<file path="config.mk">
export PLATFORM = sky130hd
export DESIGN_NAME = m2pc_mode2_regs
export DESIGN_NICKNAME = d
export VERILOG_FILES = /design/src/m2pc_pkg.sv /design/src/m2pc_code_to_mv.sv /design/src/m2pc_mode2_regs.sv
export SDC_FILE = /design/constraint.sdc
export NUM_CORES = 1
export LEC_CHECK = 0
export BUFFER_PORTS_ARGS = -buffer_cell sky130_fd_sc_hd__clkbuf_2
export CAP_MARGIN = 20
export CELL_PAD_IN_SITES_DETAIL_PLACEMENT = 0
export CELL_PAD_IN_SITES_GLOBAL_PLACEMENT = 2
export CORE_MARGIN = 1.5
export CORE_UTILIZATION = 39
export DETAILED_ROUTE_END_ITERATION = 10
export MAX_ROUTING_LAYER = met4
export PLACE_DENSITY = 0.89
export SKIP_LAST_GASP = 1
export SYNTH_ARGS = -nofsm -noshare
export SYNTH_HDL_FRONTEND = slang
export SYNTH_SLANG_ARGS = --single-unit
</file>
<file path="constraint.sdc">
create_clock -name clk -period 6.55 [get_ports clk]
set_input_delay 0.9825 -clock clk [delete_from_list [all_inputs] [get_ports clk]]
set_output_delay 0.9825 -clock clk [all_outputs]
set_load 0.1 [all_outputs]
</file>
<file path="src/m2pc_pkg.sv">
// What this block does
// - Three mode-2 configuration bytes at 2Bh, 2Ch, 2Dh, host read/write.
// - ON-pin action bit clear: valid ON falling edge in mode 2 returns device to mode 0.
// - ON-pin action bit set (reset value): ON falling edge changes no mode.
// - System buck offset bit adds 0 V when clear, 1.2 V when set.
// - System buck code: 1.500 V plus 25 mV per step, clamped at 2.100 V.
// - Always-on regulator code: 1.700 V plus 25 mV per step, clamped at 1.900 V.
// - Bits 3..0 at 2Ch enable four rails in mode 2, all reset to one.
// - Watchdog field: 00 off, 01 16 s, 10 32 s, 11 64 s; reset 00.
// - System linear regulator offset bit adds 0 V clear, 1.2 V set.
//
// Shared constants of the mode-2 configuration register bank.
// Assumes one 200 MHz clock and an I2C target port on plain pins.
package m2pc_pkg;
	localparam logic [7:0] REG_ON_SYSBUCK_ADDR = 8'h2B;
	localparam logic [7:0] REG_RAIL_EN_ADDR = 8'h2C;
	localparam logic [7:0] REG_WATCHDOG_ADDR = 8'h2D;

	localparam logic [7:0] REG_ON_SYSBUCK_RESET = 8'h4C;
	localparam logic [7:0] REG_RAIL_EN_RESET = 8'h4F;
	localparam logic [7:0] REG_WATCHDOG_RESET = 8'h0C;

	// Field positions.
	localparam int RESERVED_BIT_POS = 7;
	localparam int ON_CFG_POS = 6;
	localparam int SYS_BUCK_OFFSET_POS = 5;
	localparam int SYS_BUCK_CODE_MSB = 4;
	localparam int AON_CODE_MSB = 7;
	localparam int AON_CODE_LSB = 4;
	localparam int CORE_BUCK_EN_POS = 3;
	localparam int SYS_BUCK_EN_POS = 2;
	localparam int AON_EN_POS = 1;
	localparam int SYS_LIN_EN_POS = 0;
	localparam int WATCHDOG_MSB = 7;
	localparam int WATCHDOG_LSB = 6;
	localparam int SYS_LIN_OFFSET_POS = 5;

	// Voltages in millivolts.
	localparam logic [11:0] STEP_MV = 12'h019;
	localparam logic [11:0] OFFSET_MV = 12'h4B0;
	localparam logic [11:0] SYS_BUCK_BASE_MV = 12'h5DC;
	localparam logic [7:0] SYS_BUCK_MAX_CODE = 8'h18;
	localparam logic [11:0] AON_BASE_MV = 12'h6A4;
	localparam logic [7:0] AON_MAX_CODE = 8'h08;

	// Watchdog periods in seconds.
	localparam logic [1:0] WD_OFF = 2'h0;
	localparam logic [1:0] WD_16S = 2'h1;
	localparam logic [1:0] WD_32S = 2'h2;
	localparam logic [7:0] WD_16S_SEC = 8'h10;
	localparam logic [7:0] WD_32S_SEC = 8'h20;
	localparam logic [7:0] WD_64S_SEC = 8'h40;

	localparam logic [3:0] I2C_BITS_PER_BYTE = 4'h8;

	typedef enum logic [3:0] {
		M2PC_IDLE,
		M2PC_ADDR,
		M2PC_ADDR_ACK,
		M2PC_PTR,
		M2PC_PTR_ACK,
		M2PC_WDATA,
		M2PC_WACK,
		M2PC_RDATA,
		M2PC_RACK
	} m2pc_state_t;
endpackage

</file>
<file path="src/m2pc_code_to_mv.sv">
// Converts a regulator output code into millivolts with clamping and offset.
// Purely combinational; the caller registers the result.
`timescale 1ns/1ps
module m2pc_code_to_mv
	import m2pc_pkg::*;
#(
	parameter int CODE_W = 5,
	parameter logic [11:0] BASE_MV = SYS_BUCK_BASE_MV,
	parameter logic [7:0] MAX_CODE = SYS_BUCK_MAX_CODE
) (
	input wire logic [CODE_W-1:0] code, // Output voltage code.
	input wire logic offset_en, // Adds the fixed offset when high.
	output logic [11:0] mv // Resulting voltage in millivolts.
);
	// The clamp compares in a byte, so wider codes cannot be served.
	if (CODE_W < 1 || CODE_W > 8) begin
		$error("m2pc_code_to_mv: CODE_W must lie in 1..8");
	end

	logic [7:0] code_wide;
	logic [7:0] code_clamped;
	logic [19:0] step_product;

	always_comb begin
		code_wide = 8'(code);
		// Codes above the top step all give the top voltage.
		code_clamped = (code_wide > MAX_CODE) ? MAX_CODE : code_wide;
		step_product = 20'(code_clamped) * 20'(STEP_MV);
		mv = 12'(BASE_MV + step_product[11:0] + (offset_en ? OFFSET_MV : 12'h000));
	end
endmodule

</file>
<file path="src/m2pc_mode2_regs.sv">
// Mode-2 configuration register bank with its own I2C target port.
// Assumes SCL and SDA arrive asynchronously from pins, and that the mode
// control logic beside it supplies mode2_active and a debounced ON-pin edge pulse.
`timescale 1ns/1ps
module m2pc_mode2_regs
	import m2pc_pkg::*;
#(
	parameter logic [6:0] I2C_TARGET_ADDR = 7'h5A // Arbitrary target address.
) (
	input wire logic clk, // 200 MHz clock.
	input wire logic rst_n, // Synchronous reset, active low.
	input wire logic scl_in, // I2C clock pin level.
	input wire logic sda_in, // I2C data pin level.
	output logic sda_out, // I2C data drive value, always low.
	output logic sda_oe_n, // Low while pulling SDA low.
	input wire logic mode2_active, // Mode setting 2 is the active mode.
	input wire logic on_fall_valid, // One-cycle pulse on a valid ON-pin falling edge.
	output logic return_to_mode0, // One-cycle request to switch back to mode 0.
	output logic core_buck_enable_m2, // Core buck enable.
	output logic system_buck_enable_m2, // System buck enable.
	output logic always_on_reg_enable_m2, // Always-on regulator enable.
	output logic system_linear_reg_enable_m2, // System linear regulator enable.
	output logic [4:0] system_buck_code_m2, // System buck output code.
	output logic system_buck_offset_m2, // System buck offset select.
	output logic [11:0] system_buck_mv, // System buck target voltage in mV.
	output logic [3:0] always_on_reg_code_m2, // Always-on regulator code.
	output logic [11:0] always_on_reg_mv, // Always-on regulator target in mV.
	output logic [1:0] watchdog_period_m2, // Watchdog period select.
	output logic [7:0] watchdog_period_s, // Watchdog period in seconds, zero when off.
	output logic system_linear_reg_offset_m2 // System linear regulator offset select.
);
	logic [7:0] on_sysbuck_reg;
	logic [7:0] rail_en_reg;
	logic [7:0] watchdog_reg;

	logic [1:0] scl_sync_reg;
	logic [1:0] sda_sync_reg;
	logic scl_prev_reg;
	logic sda_prev_reg;
	logic scl_rise;
	logic scl_fall;
	logic start_cond;
	logic stop_cond;

	m2pc_state_t state_reg;
	logic [3:0] bit_cnt_reg;
	logic [7:0] shift_reg;
	logic [7:0] tx_reg;
	logic [7:0] ptr_reg;
	logic rw_reg;
	logic master_nack_reg;
	logic wr_en;
	logic drive_low_next;

	logic [11:0] sys_buck_mv_next;
	logic [11:0] aon_mv_next;

	function automatic logic [7:0] reg_read(input logic [7:0] addr,
			input logic [7:0] r0, input logic [7:0] r1, input logic [7:0] r2);
		logic [7:0] val;
		val = 8'h00;
		unique case (addr)
			REG_ON_SYSBUCK_ADDR: val = r0;
			REG_RAIL_EN_ADDR: val = r1;
			REG_WATCHDOG_ADDR: val = r2;
			default: val = 8'h00;
		endcase
		return val;
	endfunction

	function automatic logic [7:0] wd_seconds(input logic [1:0] sel);
		logic [7:0] sec;
		sec = WD_64S_SEC;
		unique case (sel)
			WD_OFF: sec = 8'h00;
			WD_16S: sec = WD_16S_SEC;
			WD_32S: sec = WD_32S_SEC;
			default: sec = WD_64S_SEC;
		endcase
		return sec;
	endfunction

	// Pin synchronisers; edges are judged only on the second stage.
	always_ff @(posedge clk) begin
		if (!rst_n) begin
			scl_sync_reg <= 2'h3;
			sda_sync_reg <= 2'h3;
			scl_prev_reg <= 1'b1;
			sda_prev_reg <= 1'b1;
		end else begin
			scl_sync_reg <= {scl_sync_reg[0], scl_in};
			sda_sync_reg <= {sda_sync_reg[0], sda_in};
			scl_prev_reg <= scl_sync_reg[1];
			sda_prev_reg <= sda_sync_reg[1];
		end
	end

	assign scl_rise = scl_sync_reg[1] && !scl_prev_reg;
	assign scl_fall = !scl_sync_reg[1] && scl_prev_reg;
	assign start_cond = scl_sync_reg[1] && scl_prev_reg && sda_prev_reg && !sda_sync_reg[1];
	assign stop_cond = scl_sync_reg[1] && scl_prev_reg && !sda_prev_reg && sda_sync_reg[1];
	assign wr_en = scl_fall && (state_reg == M2PC_WDATA) && (bit_cnt_reg == I2C_BITS_PER_BYTE);

	// Byte-level target sequencer; the register pointer survives a repeated start.
	always_ff @(posedge clk) begin
		if (!rst_n) begin
			state_reg <= M2PC_IDLE;
			bit_cnt_reg <= 4'h0;
			shift_reg <= 8'h00;
			tx_reg <= 8'h00;
			ptr_reg <= 8'h00;
			rw_reg <= 1'b0;
			master_nack_reg <= 1'b0;
		end else if (stop_cond) begin
			state_reg <= M2PC_IDLE;
		end else if (start_cond) begin
			state_reg <= M2PC_ADDR;
			bit_cnt_reg <= 4'h0;
		end else if (scl_rise) begin
			unique case (state_reg)
				M2PC_ADDR, M2PC_PTR, M2PC_WDATA, M2PC_RDATA: begin
					shift_reg <= {shift_reg[6:0], sda_sync_reg[1]};
					bit_cnt_reg <= 4'(bit_cnt_reg + 4'h1);
				end
				M2PC_RACK: master_nack_reg <= sda_sync_reg[1];
				default: ;
			endcase
		end else if (scl_fall) begin
			unique case (state_reg)
				M2PC_IDLE: ;
				M2PC_ADDR: begin
					if (bit_cnt_reg == I2C_BITS_PER_BYTE) begin
						rw_reg <= shift_reg[0];
						state_reg <= (shift_reg[7:1] == I2C_TARGET_ADDR) ? M2PC_ADDR_ACK : M2PC_IDLE;
					end
				end
				M2PC_ADDR_ACK: begin
					bit_cnt_reg <= 4'h0;
					if (rw_reg) begin
						tx_reg <= reg_read(ptr_reg, on_sysbuck_reg, rail_en_reg, watchdog_reg);
						state_reg <= M2PC_RDATA;
					end else begin
						state_reg <= M2PC_PTR;
					end
				end
				M2PC_PTR: begin
					if (bit_cnt_reg == I2C_BITS_PER_BYTE) begin
						ptr_reg <= shift_reg;
						state_reg <= M2PC_PTR_ACK;
					end
				end
				M2PC_WDATA: begin
					if (bit_cnt_reg == I2C_BITS_PER_BYTE) begin
						state_reg <= M2PC_WACK;
					end
				end
				M2PC_PTR_ACK, M2PC_WACK: begin
					if (state_reg == M2PC_WACK) begin
						ptr_reg <= 8'(ptr_reg + 8'h01);
					end
					bit_cnt_reg <= 4'h0;
					state_reg <= M2PC_WDATA;
				end
				M2PC_RDATA: begin
					if (bit_cnt_reg == I2C_BITS_PER_BYTE) begin
						state_reg <= M2PC_RACK;
					end else begin
						tx_reg <= {tx_reg[6:0], 1'b1};
					end
				end
				M2PC_RACK: begin
					if (master_nack_reg) begin
						state_reg <= M2PC_IDLE;
					end else begin
						ptr_reg <= 8'(ptr_reg + 8'h01);
						tx_reg <= reg_read(8'(ptr_reg + 8'h01), on_sysbuck_reg, rail_en_reg, watchdog_reg);
						bit_cnt_reg <= 4'h0;
						state_reg <= M2PC_RDATA;
					end
				end
			endcase
		end
	end

	// SDA drive follows the state one clock late, well inside the data hold time.
	always_comb begin
		unique case (state_reg)
			M2PC_ADDR_ACK, M2PC_PTR_ACK, M2PC_WACK: drive_low_next = 1'b1;
			// The last data bit is held until SCL falls; releasing it early would look like a stop.
			M2PC_RDATA: drive_low_next = !tx_reg[7];
			default: drive_low_next = 1'b0;
		endcase
	end

	always_ff @(posedge clk) begin
		if (!rst_n) begin
			sda_oe_n <= 1'b1;
		end else begin
			sda_oe_n <= !drive_low_next;
		end
	end

	assign sda_out = 1'b0;

	// Writes land in any mode; unmapped addresses are acknowledged and dropped.
	always_ff @(posedge clk) begin
		if (!rst_n) begin
			on_sysbuck_reg <= REG_ON_SYSBUCK_RESET;
			rail_en_reg <= REG_RAIL_EN_RESET;
			watchdog_reg <= REG_WATCHDOG_RESET;
		end else if (wr_en) begin
			unique case (ptr_reg)
				REG_ON_SYSBUCK_ADDR: on_sysbuck_reg <= shift_reg;
				REG_RAIL_EN_ADDR: rail_en_reg <= shift_reg;
				REG_WATCHDOG_ADDR: watchdog_reg <= shift_reg;
				default: ;
			endcase
		end
	end

	// An ON-pin edge only matters in mode 2, so mode 0 never sees a redundant switch.
	always_ff @(posedge clk) begin
		if (!rst_n) begin
			return_to_mode0 <= 1'b0;
		end else begin
			return_to_mode0 <= on_fall_valid && mode2_active && !on_sysbuck_reg[ON_CFG_POS];
		end
	end

	m2pc_code_to_mv #(
		.CODE_W(5),
		.BASE_MV(SYS_BUCK_BASE_MV),
		.MAX_CODE(SYS_BUCK_MAX_CODE)
	) u_sys_buck_mv (
		.code(on_sysbuck_reg[SYS_BUCK_CODE_MSB:0]),
		.offset_en(on_sysbuck_reg[SYS_BUCK_OFFSET_POS]),
		.mv(sys_buck_mv_next)
	);

	m2pc_code_to_mv #(
		.CODE_W(4),
		.BASE_MV(AON_BASE_MV),
		.MAX_CODE(AON_MAX_CODE)
	) u_aon_mv (
		.code(rail_en_reg[AON_CODE_MSB:AON_CODE_LSB]),
		.offset_en(1'b0),
		.mv(aon_mv_next)
	);

	// Outside mode 2 every configuration output rests at zero so another mode's bank can own the rails.
	always_ff @(posedge clk) begin
		if (!rst_n || !mode2_active) begin
			core_buck_enable_m2 <= 1'b0;
			system_buck_enable_m2 <= 1'b0;
			always_on_reg_enable_m2 <= 1'b0;
			system_linear_reg_enable_m2 <= 1'b0;
			system_buck_code_m2 <= 5'h00;
			system_buck_offset_m2 <= 1'b0;
			system_buck_mv <= 12'h000;
			always_on_reg_code_m2 <= 4'h0;
			always_on_reg_mv <= 12'h000;
			watchdog_period_m2 <= WD_OFF;
			watchdog_period_s <= 8'h00;
			system_linear_reg_offset_m2 <= 1'b0;
		end else begin
			core_buck_enable_m2 <= rail_en_reg[CORE_BUCK_EN_POS];
			system_buck_enable_m2 <= rail_en_reg[SYS_BUCK_EN_POS];
			always_on_reg_enable_m2 <= rail_en_reg[AON_EN_POS];
			system_linear_reg_enable_m2 <= rail_en_reg[SYS_LIN_EN_POS];
			system_buck_code_m2 <= on_sysbuck_reg[SYS_BUCK_CODE_MSB:0];
			system_buck_offset_m2 <= on_sysbuck_reg[SYS_BUCK_OFFSET_POS];
			system_buck_mv <= sys_buck_mv_next;
			always_on_reg_code_m2 <= rail_en_reg[AON_CODE_MSB:AON_CODE_LSB];
			always_on_reg_mv <= aon_mv_next;
			watchdog_period_m2 <= watchdog_reg[WATCHDOG_MSB:WATCHDOG_LSB];
			watchdog_period_s <= wd_seconds(watchdog_reg[WATCHDOG_MSB:WATCHDOG_LSB]);
			system_linear_reg_offset_m2 <= watchdog_reg[SYS_LIN_OFFSET_POS];
		end
	end
endmodule

</file>
Word level (Yosys, flattened, before mapping)
Cells that the tools add are included.
{"block": "word_totals", "input_bits": 6, "ff_bits": 115, "out_inout_bits": 52, "elab_cells": 152}
{"block": "classes", "muxes": 32, "addsub": 5, "reduce_logical": 45, "bitwise_logic": 4, "n_mul": 2, "n_lt_le_gt_ge": 2, "n_eq_ne": 33}
{"op": "8-bit one-hot mux with 3 select lines", "n": 4}
{"op": "8-bit by 6-bit equality test with 1-bit output, second input constant", "n": 6}
{"op": "8-bit two-way mux", "n": 6}
{"op": "4-bit two-way mux", "n": 10}
{"op": "4-bit one-hot mux with 7 select lines", "n": 1}
{"op": "11-bit by 12-bit adder with 12-bit output, first input constant", "n": 2}
{"op": "8-bit by 5-bit multiplier with 12-bit output, second input constant", "n": 2}
{"op": "7-bit one-hot mux with 3 select lines", "n": 1}
{"op": "4-bit by 3-bit equality test with 1-bit output, second input constant", "n": 4}
{"op": "8-bit AND reduction", "n": 2}
{"op": "2-bit inequality test, second input constant", "n": 7}
{"op": "7-bit AND reduction", "n": 2}
{"op": "12-bit adder", "n": 1}
{"op": "1-bit logical AND", "n": 11}
{"op": "11-bit two-way mux", "n": 1}
{"op": "1-bit logical NOT", "n": 9}
{"op": "3-bit inequality test, second input constant", "n": 3}
{"op": "3-bit nonzero test", "n": 3}
{"op": "8-bit by 1-bit adder with 8-bit output, second input constant", "n": 1}
{"op": "4-bit by 2-bit equality test with 1-bit output, second input constant", "n": 2}
{"op": "4-bit equality test, second input constant", "n": 2}
{"op": "4-bit one-hot mux with 2 select lines", "n": 1}
{"op": "4-bit AND reduction", "n": 2}
{"op": "8-bit nonzero test", "n": 1}
{"op": "28 further kinds", "n": 39}

Depth between registers and ports, before layout
Gate-level depths: netlist of run 1.
{"block": "depth", "ltp_word": 7, "mapped_depth": 16}

Cells and area by module
A second synthesis of run 1 with hierarchy kept.
{"block": "unflattened", "cells_unflattened": 637, "area_unflattened_um2": 6037.0}
{"mod": "m2pc_mode2_regs", "cells_per_inst": 514, "n_inst": 1, "seq_area_each_um2": 2202.1, "area_each_um2": 4981.0}
{"mod": "m2pc_code_to_mv (u_sys_buck_mv)", "cells_per_inst": 81, "n_inst": 1, "seq_area_each_um2": 0.0, "area_each_um2": 704.4}
{"mod": "m2pc_code_to_mv (u_aon_mv)", "cells_per_inst": 42, "n_inst": 1, "seq_area_each_um2": 0.0, "area_each_um2": 351.6}

Worst setup path before layout of run 1
Ideal clock, no wire load.
{"block": "synth_timing", "kind": "register -> register", "start": "register on_sysbuck_reg[4]", "end": "register system_buck_mv[11]", "required_ns": 6.421, "setup_time_ns": 0.129, "arrival_ns": 3.652, "path_slack_ns": 2.769, "path_stages_with_launch": 16, "synth_period_minus_slack_ns": 3.781, "path_buffers": 1, "cell_sequence": "dfxtp_1 > ha_1 > clkbuf_1 > nor2b_1 > ha_1 > inv_1 > fa_1 > inv_1 > ha_1 > ha_1 > ha_1 > fa_1 > a21o_1 > a21o_1 > a21oi_1 > o211ai_1"}
{"block": "synth_between", "elab_chain_len": 5}
{"item": "start: declaration", "line_no": "m2pc_mode2_regs.sv:32", "text": "logic [7:0] on_sysbuck_reg;"}
{"item": "start signal: assignment", "line_no": "m2pc_mode2_regs.sv:213", "text": "REG_ON_SYSBUCK_ADDR: on_sysbuck_reg <= shift_reg;"}
{"item": "5-bit > comparator", "line_no": "m2pc_code_to_mv.sv:27", "text": "code_clamped = (code_wide > MAX_CODE) ? MAX_CODE : code_wide;"}
{"item": "5-bit two-way mux (*)", "line_no": "m2pc_code_to_mv.sv:27"}
{"item": "8-bit by 5-bit multiplier with 12-bit output (*)", "line_no": "m2pc_code_to_mv.sv:28", "text": "step_product = 20'(code_clamped) * 20'(STEP_MV);"}
{"item": "11-bit by 12-bit adder with 12-bit output (*)", "line_no": "m2pc_code_to_mv.sv:29", "text": "mv = 12'(BASE_MV + step_product[11:0] + (offset_en ? OFFSET_MV : 12'h000));"}
{"item": "12-bit adder (*)", "line_no": "m2pc_code_to_mv.sv:29"}
{"item": "end signal: assignment", "line_no": "m2pc_mode2_regs.sv:272", "text": "system_buck_mv <= sys_buck_mv_next;"}
{"item": "end: declaration", "line_no": "m2pc_mode2_regs.sv:25", "text": "output logic [11:0] system_buck_mv,"}
Mark *: on every way between the ends. The rest lies on a longest branch, timed or not.
A chain may end at the register's enable or synchronous reset.

Worst setup path in the final report of run 1
Ends and elaborated chain as after synthesis.

==> results.tsv, run 1 <==
metric	value	unit
Post-Synthesis Cell Area	0.005867	sq mm
Final Hold Fails	0	
area grow syn2layout	10.24	%
LEAKAGE	2.843	nW
I/O Pins	58	
PostCTS Resize Cnt	0	
Avg WL per Cell	16.69	um
vias in the first global route	4418	
commonest non-fill, non-tap cells in the layout	dfxtp_1, nor2_1, clkbuf_2	
sequential fraction of the synthesis area	37.53	%
RSZ-0062 raised after global routing	no	
Synth cell types	71	
Die X	125.7	um
DP Wirelength	9913	um
Worst Setup End Kind	flip-flop	
post-route antenna net violation count	0	
type of the worst min-delay path	reg -> reg	
CTS tree	built	
WP buf/inv	2	
Top FF cell, synth	dfxtp_1	
DIE HEIGHT	125.7	um
CP Data Arrival Time	4.31	ns
worst r2r src	on_sysbuck_reg[4]	
CTS Sinks	110	
Clk Latency, worst-skew pair	0.36	ns
Final GP Congestion	0.8352	
Worst slew margin	35.27	%
crit start category	flip-flop	
DR pass1 iterations	5	
most common cell after layout, fill and taps aside	dfxtp_1	
total power	0.001321	W
fraction of layout cells with a size suffix above 1	13.98	%
Slew Limit Fails	0	
Final #Nets	717	
Residual DRC	0	
WL final	14170	um
Setup Skew	0.009905	ns
fin crit period	4.028	ns
#FFs+latches synth	110	
postcts setup bufs	0	
critical path class	reg -> reg	
crit-path cells	ha_1 -> nor2b_1 -> ha_1 -> inv_1 -> fa_1 -> inv_1 -> ha_1 -> ha_1 -> ha_1 -> fa_1 -> a21o_1 -> a21o_1 -> a21oi_1 -> nand2_1 -> o211ai_1	
outcome	finished clean	
period utilisation layout	61.50	%
Max Cap Violations	0	
Worst path slowest cell	fa_1	
initial cell density of the core	40.21	%
Syn. warnings	0	
fillers	1424	
Setup TNS	0	ns
clock-pin transition on the worst setup and hold timing paths	0.07	ns
Antenna Cells	0	
power per cell area	204.2	mW/mm^2
Slew @ Worst Pin	0.9690	ns
IO buf count	51	
Top Registers	always_on_reg_mv (12), system_buck_mv (12)	
Max IR drop VDD	0.1177	mV
CTS Buf Count	9	
EDFF count, synth	0	
crit-path max FO	11	
asr flop ratio synth	0	%
largest net degree at the start of global routing	51	
Root Buffer	clkbuf_16	
Max H-tree Level	3	
largest stage delay on the critical path	0.51	ns
Core Region	0.01459	sq mm
row cnt	44	
Iter 0 DRT Violations	355	
hold path cells	1	
CP delay by family, top	adder cells	
CP Data Required Time	6.83	ns
via count	4735	
die area	0.01579	sq mm
initial antenna violation count	0	
Worst R2R End	system_buck_mv[11]	
R2R Setup Slk	2.52	ns
via density per instance	5.577	
endpoints failing setup	0	
hold path start	scl_sync_reg[0]	
Cells after Synth	638	
Total GRT Usage	18.80	%
clk buf depth	2	
Core Util, Final	44.33	%
global-route wire length before repair	23080	um
Most common cell on crit path	ha_1	
hold_buf cts	0	
R2R depth	15	
Hold Crit Endpoint	scl_sync_reg[1]	
Peak Freq	248.2	MHz
Syn Area/Cell	9.196	sq um
total grt overflow	0	
-- area by class of cell --
class	instances	area, sq um	share of cell area [%]
multi-input combinational	462	3385	52.33
sequential	110	2202	34.05
clock inverter	7	65.06	1.006
inverter	24	90.09	1.393
tap	184	230.2	3.560
timing repair buffer	53	270.3	4.179
clock buffer	9	225.2	3.482
-- per-layer routing --
| metal | global-route usage (%) | vias up | share of wire [%] |
|---|---|---|---|
| li1 | - | 2324 | - |
| met1 | 25.25 | 2252 | 49 |
| met2 | 28.45 | 144 | 44 |
| met3 | 3.781 | 15 | 5.4 |
| met4 | 6.016 | 0 | 1.3 |
| met5 | - | - | 0 |
-- worst register-to-register path: stages (launching register included) --
cell and delay, ns:
dfxtp_1 0.50, ha_1 0.43, nor2b_1 0.14, ha_1 0.31, inv_1 0.05, fa_1 0.51
inv_1 0.04, ha_1 0.28, ha_1 0.30, ha_1 0.22, fa_1 0.42, a21o_1 0.20
a21o_1 0.20, a21oi_1 0.19, nand2_1 0.07, o211ai_1 0.09
-- metrics by stage --
stage | setup WS [ns] | hold WS [ns] | instance area (sq um) | instances
6_report | 2.522 | 0.4129 | 6467 | 849
5_1_grt | 2.291 | 0.4363 | 6467 | 849
4_1_cts | 2.531 | 0.4161 | 6467 | 849
3_5_place_dp | 2.556 | 0.3970 | 6177 | 833
3_3_place_gp | 2.676 | 0.3922 | 6177 | 833
2_1_floorplan | 2.769 | 0.3863 | 5886 | 643
-- Yosys cell counts (5+ instances only) --
cell	instances	area (sq um)
mux2i_1	37	370.4
fa_1	6	120.1
nand2_1	34	127.6
buf_2	8	40.04
a21o_1	7	52.55
a21oi_1	29	145.1
o211a_1	7	70.07
and3_1	26	162.7
nand4_1	10	62.56
dfxtp_1	110	2202
a211oi_2	7	87.58
buf_4	6	45.04
a22oi_1	17	127.6
nand2b_1	12	75.07
xnor2_1	5	43.79
nor3_1	6	30.03
clkbuf_1	29	108.9
o21a_1	5	37.54
or2_2	5	31.28
ha_1	45	563.0
and2_1	5	31.28
o21ai_0	26	130.1
a22o_1	8	70.07
nor2_1	56	210.2
inv_1	24	90.09
nor2b_1	12	75.07
nand3_1	16	80.08
-- cells by family after synthesis --
logic type	after synthesis	share of synthesized area, %
other cells	1	0.06392
fa+ha+maj	51	11.64
mux	39	6.697
buf+inv	71	5.097
xor+xnor	9	1.472
flops	110	37.53
compound gates	141	17.47
simple gates	216	20.03
-- power breakdown --
group / internal, W / switching, W / total [W] / leakage [nW]
logic: 0.0000172 / 0.0000791 / 0.0000963 / 1.81
registers: 0.000676 / 0.00000759 / 0.000683 / 0.892
clock network: 0.000268 / 0.000273 / 0.000541 / 0.140
-- worst max-delay path by stage --
stage	startpoint	end	slack, ns	cells past startpoint
after global placement	on_sysbuck_reg[4]	system_buck_mv[11]	2.68	14
after floorplan	on_sysbuck_reg[4]	system_buck_mv[11]	2.77	15
after detailed placement	on_sysbuck_reg[4]	system_buck_mv[11]	2.56	14
after global routing	on_sysbuck_reg[4]	system_buck_mv[11]	2.29	15
final	on_sysbuck_reg[4]	system_buck_mv[11]	2.52	15
after CTS	on_sysbuck_reg[4]	system_buck_mv[11]	2.53	14
Power figures use the tool's default switching activity.
==> run 2, diff against run 1 <==
--- a/config.mk
+++ b/config.mk
@@ -5,15 +5,16 @@
 export SDC_FILE = /design/constraint.sdc
 export NUM_CORES = 1
 export LEC_CHECK = 0
+export ABC_AREA = 1
 export BUFFER_PORTS_ARGS = -buffer_cell sky130_fd_sc_hd__clkbuf_2
 export CAP_MARGIN = 20
 export CELL_PAD_IN_SITES_DETAIL_PLACEMENT = 0
 export CELL_PAD_IN_SITES_GLOBAL_PLACEMENT = 2
 export CORE_MARGIN = 1.5
-export CORE_UTILIZATION = 39
+export CORE_UTILIZATION = 31
 export DETAILED_ROUTE_END_ITERATION = 10
 export MAX_ROUTING_LAYER = met4
-export PLACE_DENSITY = 0.89
+export PLACE_DENSITY = 0.82
 export SKIP_LAST_GASP = 1
 export SYNTH_ARGS = -nofsm -noshare
 export SYNTH_HDL_FRONTEND = slang
==> constraint.sdc (replaced) <==
create_clock -name clk -period 3.61 [get_ports clk]
set_input_delay 0.5415 -clock clk [delete_from_list [all_inputs] [get_ports clk]]
set_output_delay 0.5415 -clock clk [all_outputs]
set_load 0.1 [all_outputs]
==> results.tsv, run 2 <==
metric	value	unit	change
outcome	finished clean		
fraction of layout cells with a size suffix above 1	17.98	%	+4.0 points
asr flop ratio synth	0	%	unchanged
via density per instance	4.650		-17%
CTS tree	built		
Setup TNS	0	ns	unchanged
Worst slew margin	38.65	%	+3.4 points
total power	0.002409	W	+82%
synth top area cells	dfxtp_1, ha_1, nand2_1		
CTS Sinks	110		unchanged
placed cell count	1021		+23%
fin crit period	3.481	ns	-0.5477 ns
cell area after layout	0.006596	sq mm	+2.0%
Syn. warnings	0		unchanged
Residual DRC	0		unchanged
initial antenna violation count	0		unchanged
Synth cell types	38		-46%
EDFF count, synth	0		unchanged
Placed Area	0.006206	sq mm	+0.47%
crit-path max FO	4		-7
Clk Latency, worst-skew pair	0.36	ns	about the same
Iter 0 DRT Violations	268		-25%
die area	0.01898	sq mm	+20%
critical path class	reg -> reg		
CP delay by family, top	adder cells		
Final Hold Fails	0		unchanged
Slew @ Worst Pin	0.9153	ns	-0.05365 ns
Slew Limit Fails	0		unchanged
hold_buf cts	0		unchanged
crit-path cells	ha_1 -> nand2_1 -> inv_2 -> nor2_4 -> ha_4 -> inv_2 -> fa_1 -> inv_1 -> ha_4 -> ha_4 -> ha_4 -> fa_2 -> nand2_1 -> inv_1 -> o21ai_1 -> nand2_1 -> a21oi_2 -> o21bai_1 -> o21ai_1 -> a21oi_1		
crit start category	flip-flop		
Peak Freq	287.3	MHz	+16%
sequential fraction of the synthesis area	39.10	%	+1.6 points
Sw Ratio	27.84	%	+0.60 points
Synth top area share	39.10	%	+1.6 points
Setup Skew	0.008690	ns	-0.001215 ns
Comb power frac	7.2	%	about the same
count leader, synth	nand2_1		
CTS Buf Count	9		unchanged
Root Buffer	clkbuf_16		
leading area contributor after synthesis	dfxtp_1		
Cells after Synth	744		+17%
Top FF cell, synth	dfxtp_1		
area grow syn2layout	17.13	%	
DR pass1 iterations	5		unchanged
Final #Nets	864		+21%
period utilisation layout	96.42	%	+35 points
Antenna Cells	0		unchanged
WL final	14190	um	about the same
Reg power frac	51.1	%	-0.7 points
final cell count without fillers	1041		+23%
post-route antenna net violation count	0		unchanged
Most common cell on crit path	ha_4		
clock-pin transition on the worst setup and hold timing paths	0.08	ns	about the same
WP buf/inv	4		+2
Power Internal	0.001739	W	+81%
DP Wirelength	10470	um	+5.6%
Avg WL per Cell	13.63	um	-18%
endpoints failing setup	0		unchanged
Top Registers	always_on_reg_mv (12), system_buck_mv (12)		
Post-Synthesis Cell Area	0.005632	sq mm	-4.0%
R2R Setup Slk	0.13	ns	-2.39 ns
Max IR drop VDD	0.2975	mV	+150%
row cnt	49		+11%
initial cell density of the core	31.46	%	-8.8 points
sw power	0.0006707	W	+86%
Total GRT Usage	15.85	%	-2.9 points
I/O Pins	58		unchanged
Core Region	0.01790	sq mm	+23%
Max H-tree Level	3		unchanged
LEAKAGE	3.012	nW	+6.0%
clock power share	41.7	%	+0.7 points
DIE HEIGHT	137.8	um	+9.7%
global-route wire length before repair	22640	um	-1.9%
Core Util, Final	36.85	%	-7.5 points
RSZ-0062 raised after global routing	yes		
#FFs+latches synth	110		unchanged
total grt overflow	0		unchanged
Die X	137.8	um	+9.7%
Final GP Congestion	0.8205		-1.8%
commonest non-fill, non-tap cells in the layout	nand2_1, dfxtp_1, inv_1		
top cells by count, synth	nand2_1, dfxtp_1, inv_1, nand3_1, nor2_1		
largest net degree at the start of global routing	36		-29%
largest stage delay on the critical path	0.49	ns	-0.02 ns
clk buf depth	2		unchanged
Syn Area/Cell	7.569	sq um	-18%
CP Data Arrival Time	3.73	ns	-0.58 ns
power per cell area	365.3	mW/mm^2	+79%
Worst Setup End Kind	flip-flop		
fillers	1928		+35%
CP Data Required Time	3.86	ns	-2.97 ns
most common cell after layout, fill and taps aside	nand2_1		
via count	4841		+2.2%
type of the worst min-delay path	in -> reg		
Worst path slowest cell	fa_1		
Max Cap Violations	0		unchanged
IO buf count	51		unchanged
vias in the first global route	4345		-1.7%
## run 2: timing repair
| item | 4_1_cts | 5_1_grt |
|---|---|---|
| resized for setup | 7 | 8 |
| endpoints found under the setup margin | 2 | 2 |
| pin swaps | 3 | 12 |
| setup buffers | 2 | 2 |
| gates cloned | 0 | 0 |
## run 2: power by group through the flow
stage               logic (W)  clock network [W]  registers, W
floorplan           0.0000845                  0       0.00133
global placement     0.000173                  0       0.00126
detailed placement   0.000174                  0       0.00126
CTS                  0.000174            0.00104       0.00123
global route         0.000185            0.00108       0.00123
finish               0.000173            0.00100       0.00123
## run 2: layer usage
| layer | up-vias | share of wire (%) | track usage (%) | wire length [um] |
|---|---|---|---|---|
| li1 | 2557 | - | - | - |
| met1 | 2196 | 50 | 21.35 | 7121 |
| met2 | 75 | 46 | 24.36 | 6464 |
| met3 | 13 | 3.2 | 2.907 | 447 |
| met4 | 0 | 1.1 | 4.340 | 152 |
| met5 | - | 0 | - | 0 |
## run 2: layout make-up
class	count	area [sq um]	area share (%)
well taps	229	286.5	4.344
inverters	99	371.6	5.634
multi-input cells	510	2994	45.39
flip-flops and latches	110	2207	33.46
repair buffers	77	450.4	6.829
clock inverters	7	61.31	0.9294
clock buffers	9	225.2	3.414
## run 2: cells by family (layout without fill, tap and decap cells)
group / Yosys count / after routing / share of synthesized area (%)
and+or+nand+nor: 300 / 300 / 24.04
xor gates and xnor gates: 2 / 2 / 0.3111
other: 1 / 6 / 0.06659
AOI/OAI and AO/OA: 151 / 151 / 14.93
buffers and inverters: 129 / 192 / 9.420
adders and majority gates: 51 / 51 / 12.13
DFF: 110 / 110 / 39.10
## run 2: path summary, 6_finish.rpt
check,startpoint,to,cells after the start
setup / recovery,on_sysbuck_reg[4],system_buck_mv[11],20
hold / removal,scl_in,scl_sync_reg[0],2
setup reg to reg,on_sysbuck_reg[4],system_buck_mv[11],20
hold reg to reg,scl_sync_reg[0],scl_sync_reg[1],1
## run 2: per-stage QoR
step	hold WS (ns)	setup slack, ns
2_1_floorplan	0.3925	0.003908
5_1_grt	0.3517	-0.05689
3_5_place_dp	0.3977	-0.1794
3_3_place_gp	0.3964	-0.1054
4_1_cts	0.3419	0.01980
6_report	0.3584	0.1293
==> run 3, diff against run 2 <==
--- a/config.mk
+++ b/config.mk
@@ -13,6 +13,7 @@
 export CORE_MARGIN = 1.5
 export CORE_UTILIZATION = 31
 export DETAILED_ROUTE_END_ITERATION = 10
+export GPL_TIMING_DRIVEN = 0
 export MAX_ROUTING_LAYER = met4
 export PLACE_DENSITY = 0.82
 export SKIP_LAST_GASP = 1
==> results.tsv, run 3 (synthesis results as in run 2) <==
metric	value	unit	change
Root Buffer	clkbuf_16		
worst r2r src	on_sysbuck_reg[4]		
Residual DRC	0		unchanged
via density per instance	4.787		+2.9%
largest net degree at the start of global routing	20		-44%
endpoints failing setup	0		unchanged
critical path class	reg -> reg		
vias in the first global route	4491		+3.4%
CTS Buf Count	9		unchanged
clk buf depth	2		unchanged
Top Registers	always_on_reg_mv (12), system_buck_mv (12)		
Max IR drop VDD	0.2482	mV	-17%
type of the worst min-delay path	in -> reg		
final cell count without fillers	1055		+1.3%
CTS tree	built		
IO buf count	51		unchanged
Die X	137.8	um	unchanged
CTS Sinks	110		unchanged
I/O Pins	58		unchanged
row cnt	49		unchanged
hold path cells	2		unchanged
most common cell after layout, fill and taps aside	nand2_1		
Worst Setup End Kind	flip-flop		
hold path start	scl_in		
global-route wire length before repair	23950	um	+5.8%
Final Hold Fails	0		unchanged
total grt overflow	0		unchanged
R2R depth	22		+10%
Core Util, Final	37.41	%	+0.57 points
Avg WL per Cell	14.45	um	+6.0%
initial antenna violation count	0		unchanged
DIE HEIGHT	137.8	um	unchanged
placed cell count	1029		+0.78%
Max H-tree Level	3		unchanged
outcome	finished clean		
Total GRT Usage	17.29	%	+1.4 points
RSZ-0062 raised after global routing	yes		
WL final	15240	um	+7.5%
clock-pin transition on the worst setup and hold timing paths	0.08	ns	about the same
Peak Freq	283.4	MHz	-1.4%
Max Cap Violations	0		unchanged
Clk Latency, worst-skew pair	0.37	ns	about the same
area grow syn2layout	18.93	%	
power per cell area	367.8	mW/mm^2	+0.70%
Antenna Cells	0		unchanged
LEAKAGE	3.025	nW	+0.42%
initial cell density of the core	31.46	%	unchanged
pre-CTS setup slack	-0.3720	ns	-0.1926 ns
Final #Nets	878		+1.6%
R2R Setup Slk	0.08	ns	-0.05 ns
crit-path max FO	4		unchanged
setup ws final	0.08124	ns	-0.04809 ns
via count	5050		+4.3%
crit start category	flip-flop		
post-route antenna net violation count	0		unchanged
CP Data Arrival Time	3.78	ns	+0.05 ns
commonest non-fill, non-tap cells in the layout	nand2_1, dfxtp_1, inv_1		
DP Wirelength	11540	um	+10%
Core Region	0.01790	sq mm	unchanged
Worst slew margin	40.57	%	+1.9 points
Slew Limit Fails	0		unchanged
die area	0.01898	sq mm	unchanged
fraction of layout cells with a size suffix above 1	18.89	%	+0.91 points
Slew @ Worst Pin	0.8882	ns	-0.02713 ns
total power	0.002463	W	+2.2%
Final GP Congestion	0.8341		+1.7%
CP Data Required Time	3.86	ns	about the same
fillers	1912		-0.83%
Hold Crit Endpoint	scl_sync_reg[0]		
DR pass1 iterations	7		+2
Worst R2R End	system_buck_mv[11]		
fin crit period	3.529	ns	+0.04809 ns
Iter 0 DRT Violations	318		+19%
Setup TNS	0	ns	unchanged
period utilisation layout	97.75	%	+1.3 points
Setup Skew	0.008965	ns	+0.0002746 ns
==> run 3: changes by cell type in the layout (fill, tap and decap cells not counted), moves of 2 or more <==
cell,before,now
buf_4,26,16
dfxtp_4,1,4
buf_2,0,6
inv_8,3,1
inv_1,87,84
dfxtp_1,108,105
clkbuf_1,0,14
nand2_2,4,7
buf_6,0,2
nand2_1,120,117
inv_6,1,3
==> run 3: how the worst max path moves through the flow <==
| stage | from | to | depth (start not counted) |
|---|---|---|---|
| after floorplan | on_sysbuck_reg[4] | system_buck_mv[11] | 22 |
| after global placement | on_sysbuck_reg[4] | system_buck_mv[11] | 22 |
| after detailed placement | on_sysbuck_reg[3] | system_buck_mv[11] | 20 |
| after CTS | on_sysbuck_reg[4] | system_buck_mv[11] | 22 |
| after global routing | on_sysbuck_reg[4] | system_buck_mv[11] | 22 |
| final | on_sysbuck_reg[4] | system_buck_mv[11] | 22 |
==> run 3: timing repair <==
item / 4_1_cts / 5_1_grt
gates resized for setup: 19 / 13
endpoints found under the setup margin: 2 / 2
buffers inserted: 9 / 1
hold endpoints to repair: 0 / 0
pin swaps: 11 / 14
hold buffers: 0 / 0
==> run 3: stage by stage <==
step           hold slack (ns)  instance area (sq um)
2_1_floorplan           0.3925                   5658
3_3_place_gp            0.3933                   6200
3_5_place_dp            0.4022                   6200
4_1_cts                 0.3410                   6623
5_1_grt                 0.3471                   6698
6_report                0.3519                   6698
==> run 3: area by class of cell <==
type	instances	area (sq um)	share of cell area (%)
Timing Repair Buffer	61	330.3	4.932
Tap cell	229	286.5	4.278
Clock inverter	5	45.04	0.6725
Inverter	99	376.6	5.623
Sequential cell	110	2218	33.12
Clock buffer	11	264.0	3.942
Multi-Input combinational cell	510	3018	45.06
Buffer	30	158.9	2.372
==> run 3: power breakdown <==
group	total [W]	internal (W)	switching [W]	leakage (nW)
Sequential	0.00123	0.00122	0.00000676	0.894
Combinational	0.000185	0.0000320	0.000153	1.98
Clock	0.00105	0.000543	0.000506	0.150
Total	0.00246	0.00180	0.000666	3.02
==> run 3: worst max-delay path, cell delays in order, from the launching register on <==
cell      delay (ns)
dfxtp_4         0.38
inv_4           0.04
nor3_2          0.16
nand3_1         0.10
nand2_2         0.11
inv_4           0.05
nor2_4          0.13
ha_4            0.14
inv_2           0.03
fa_1            0.54
inv_2           0.05
ha_4            0.26
ha_4            0.19
ha_4            0.16
fa_2            0.37
nand2_2         0.07
inv_2           0.04
o21ai_2         0.12
nand2_2         0.08
a21oi_2         0.12
o21bai_1        0.09
o21ai_1         0.13
a21oi_1         0.05
==> run 3: per-layer routing <==
layer / track usage [%] / wire length, um / vias to the layer above
met3: 3.238 / 678 / 18
met4: 5.787 / 267 / 0
met5: - / 0 / -
met2: 26.11 / 6908 / 118
met1: 23.20 / 7387 / 2315
li1: - / - / 2599
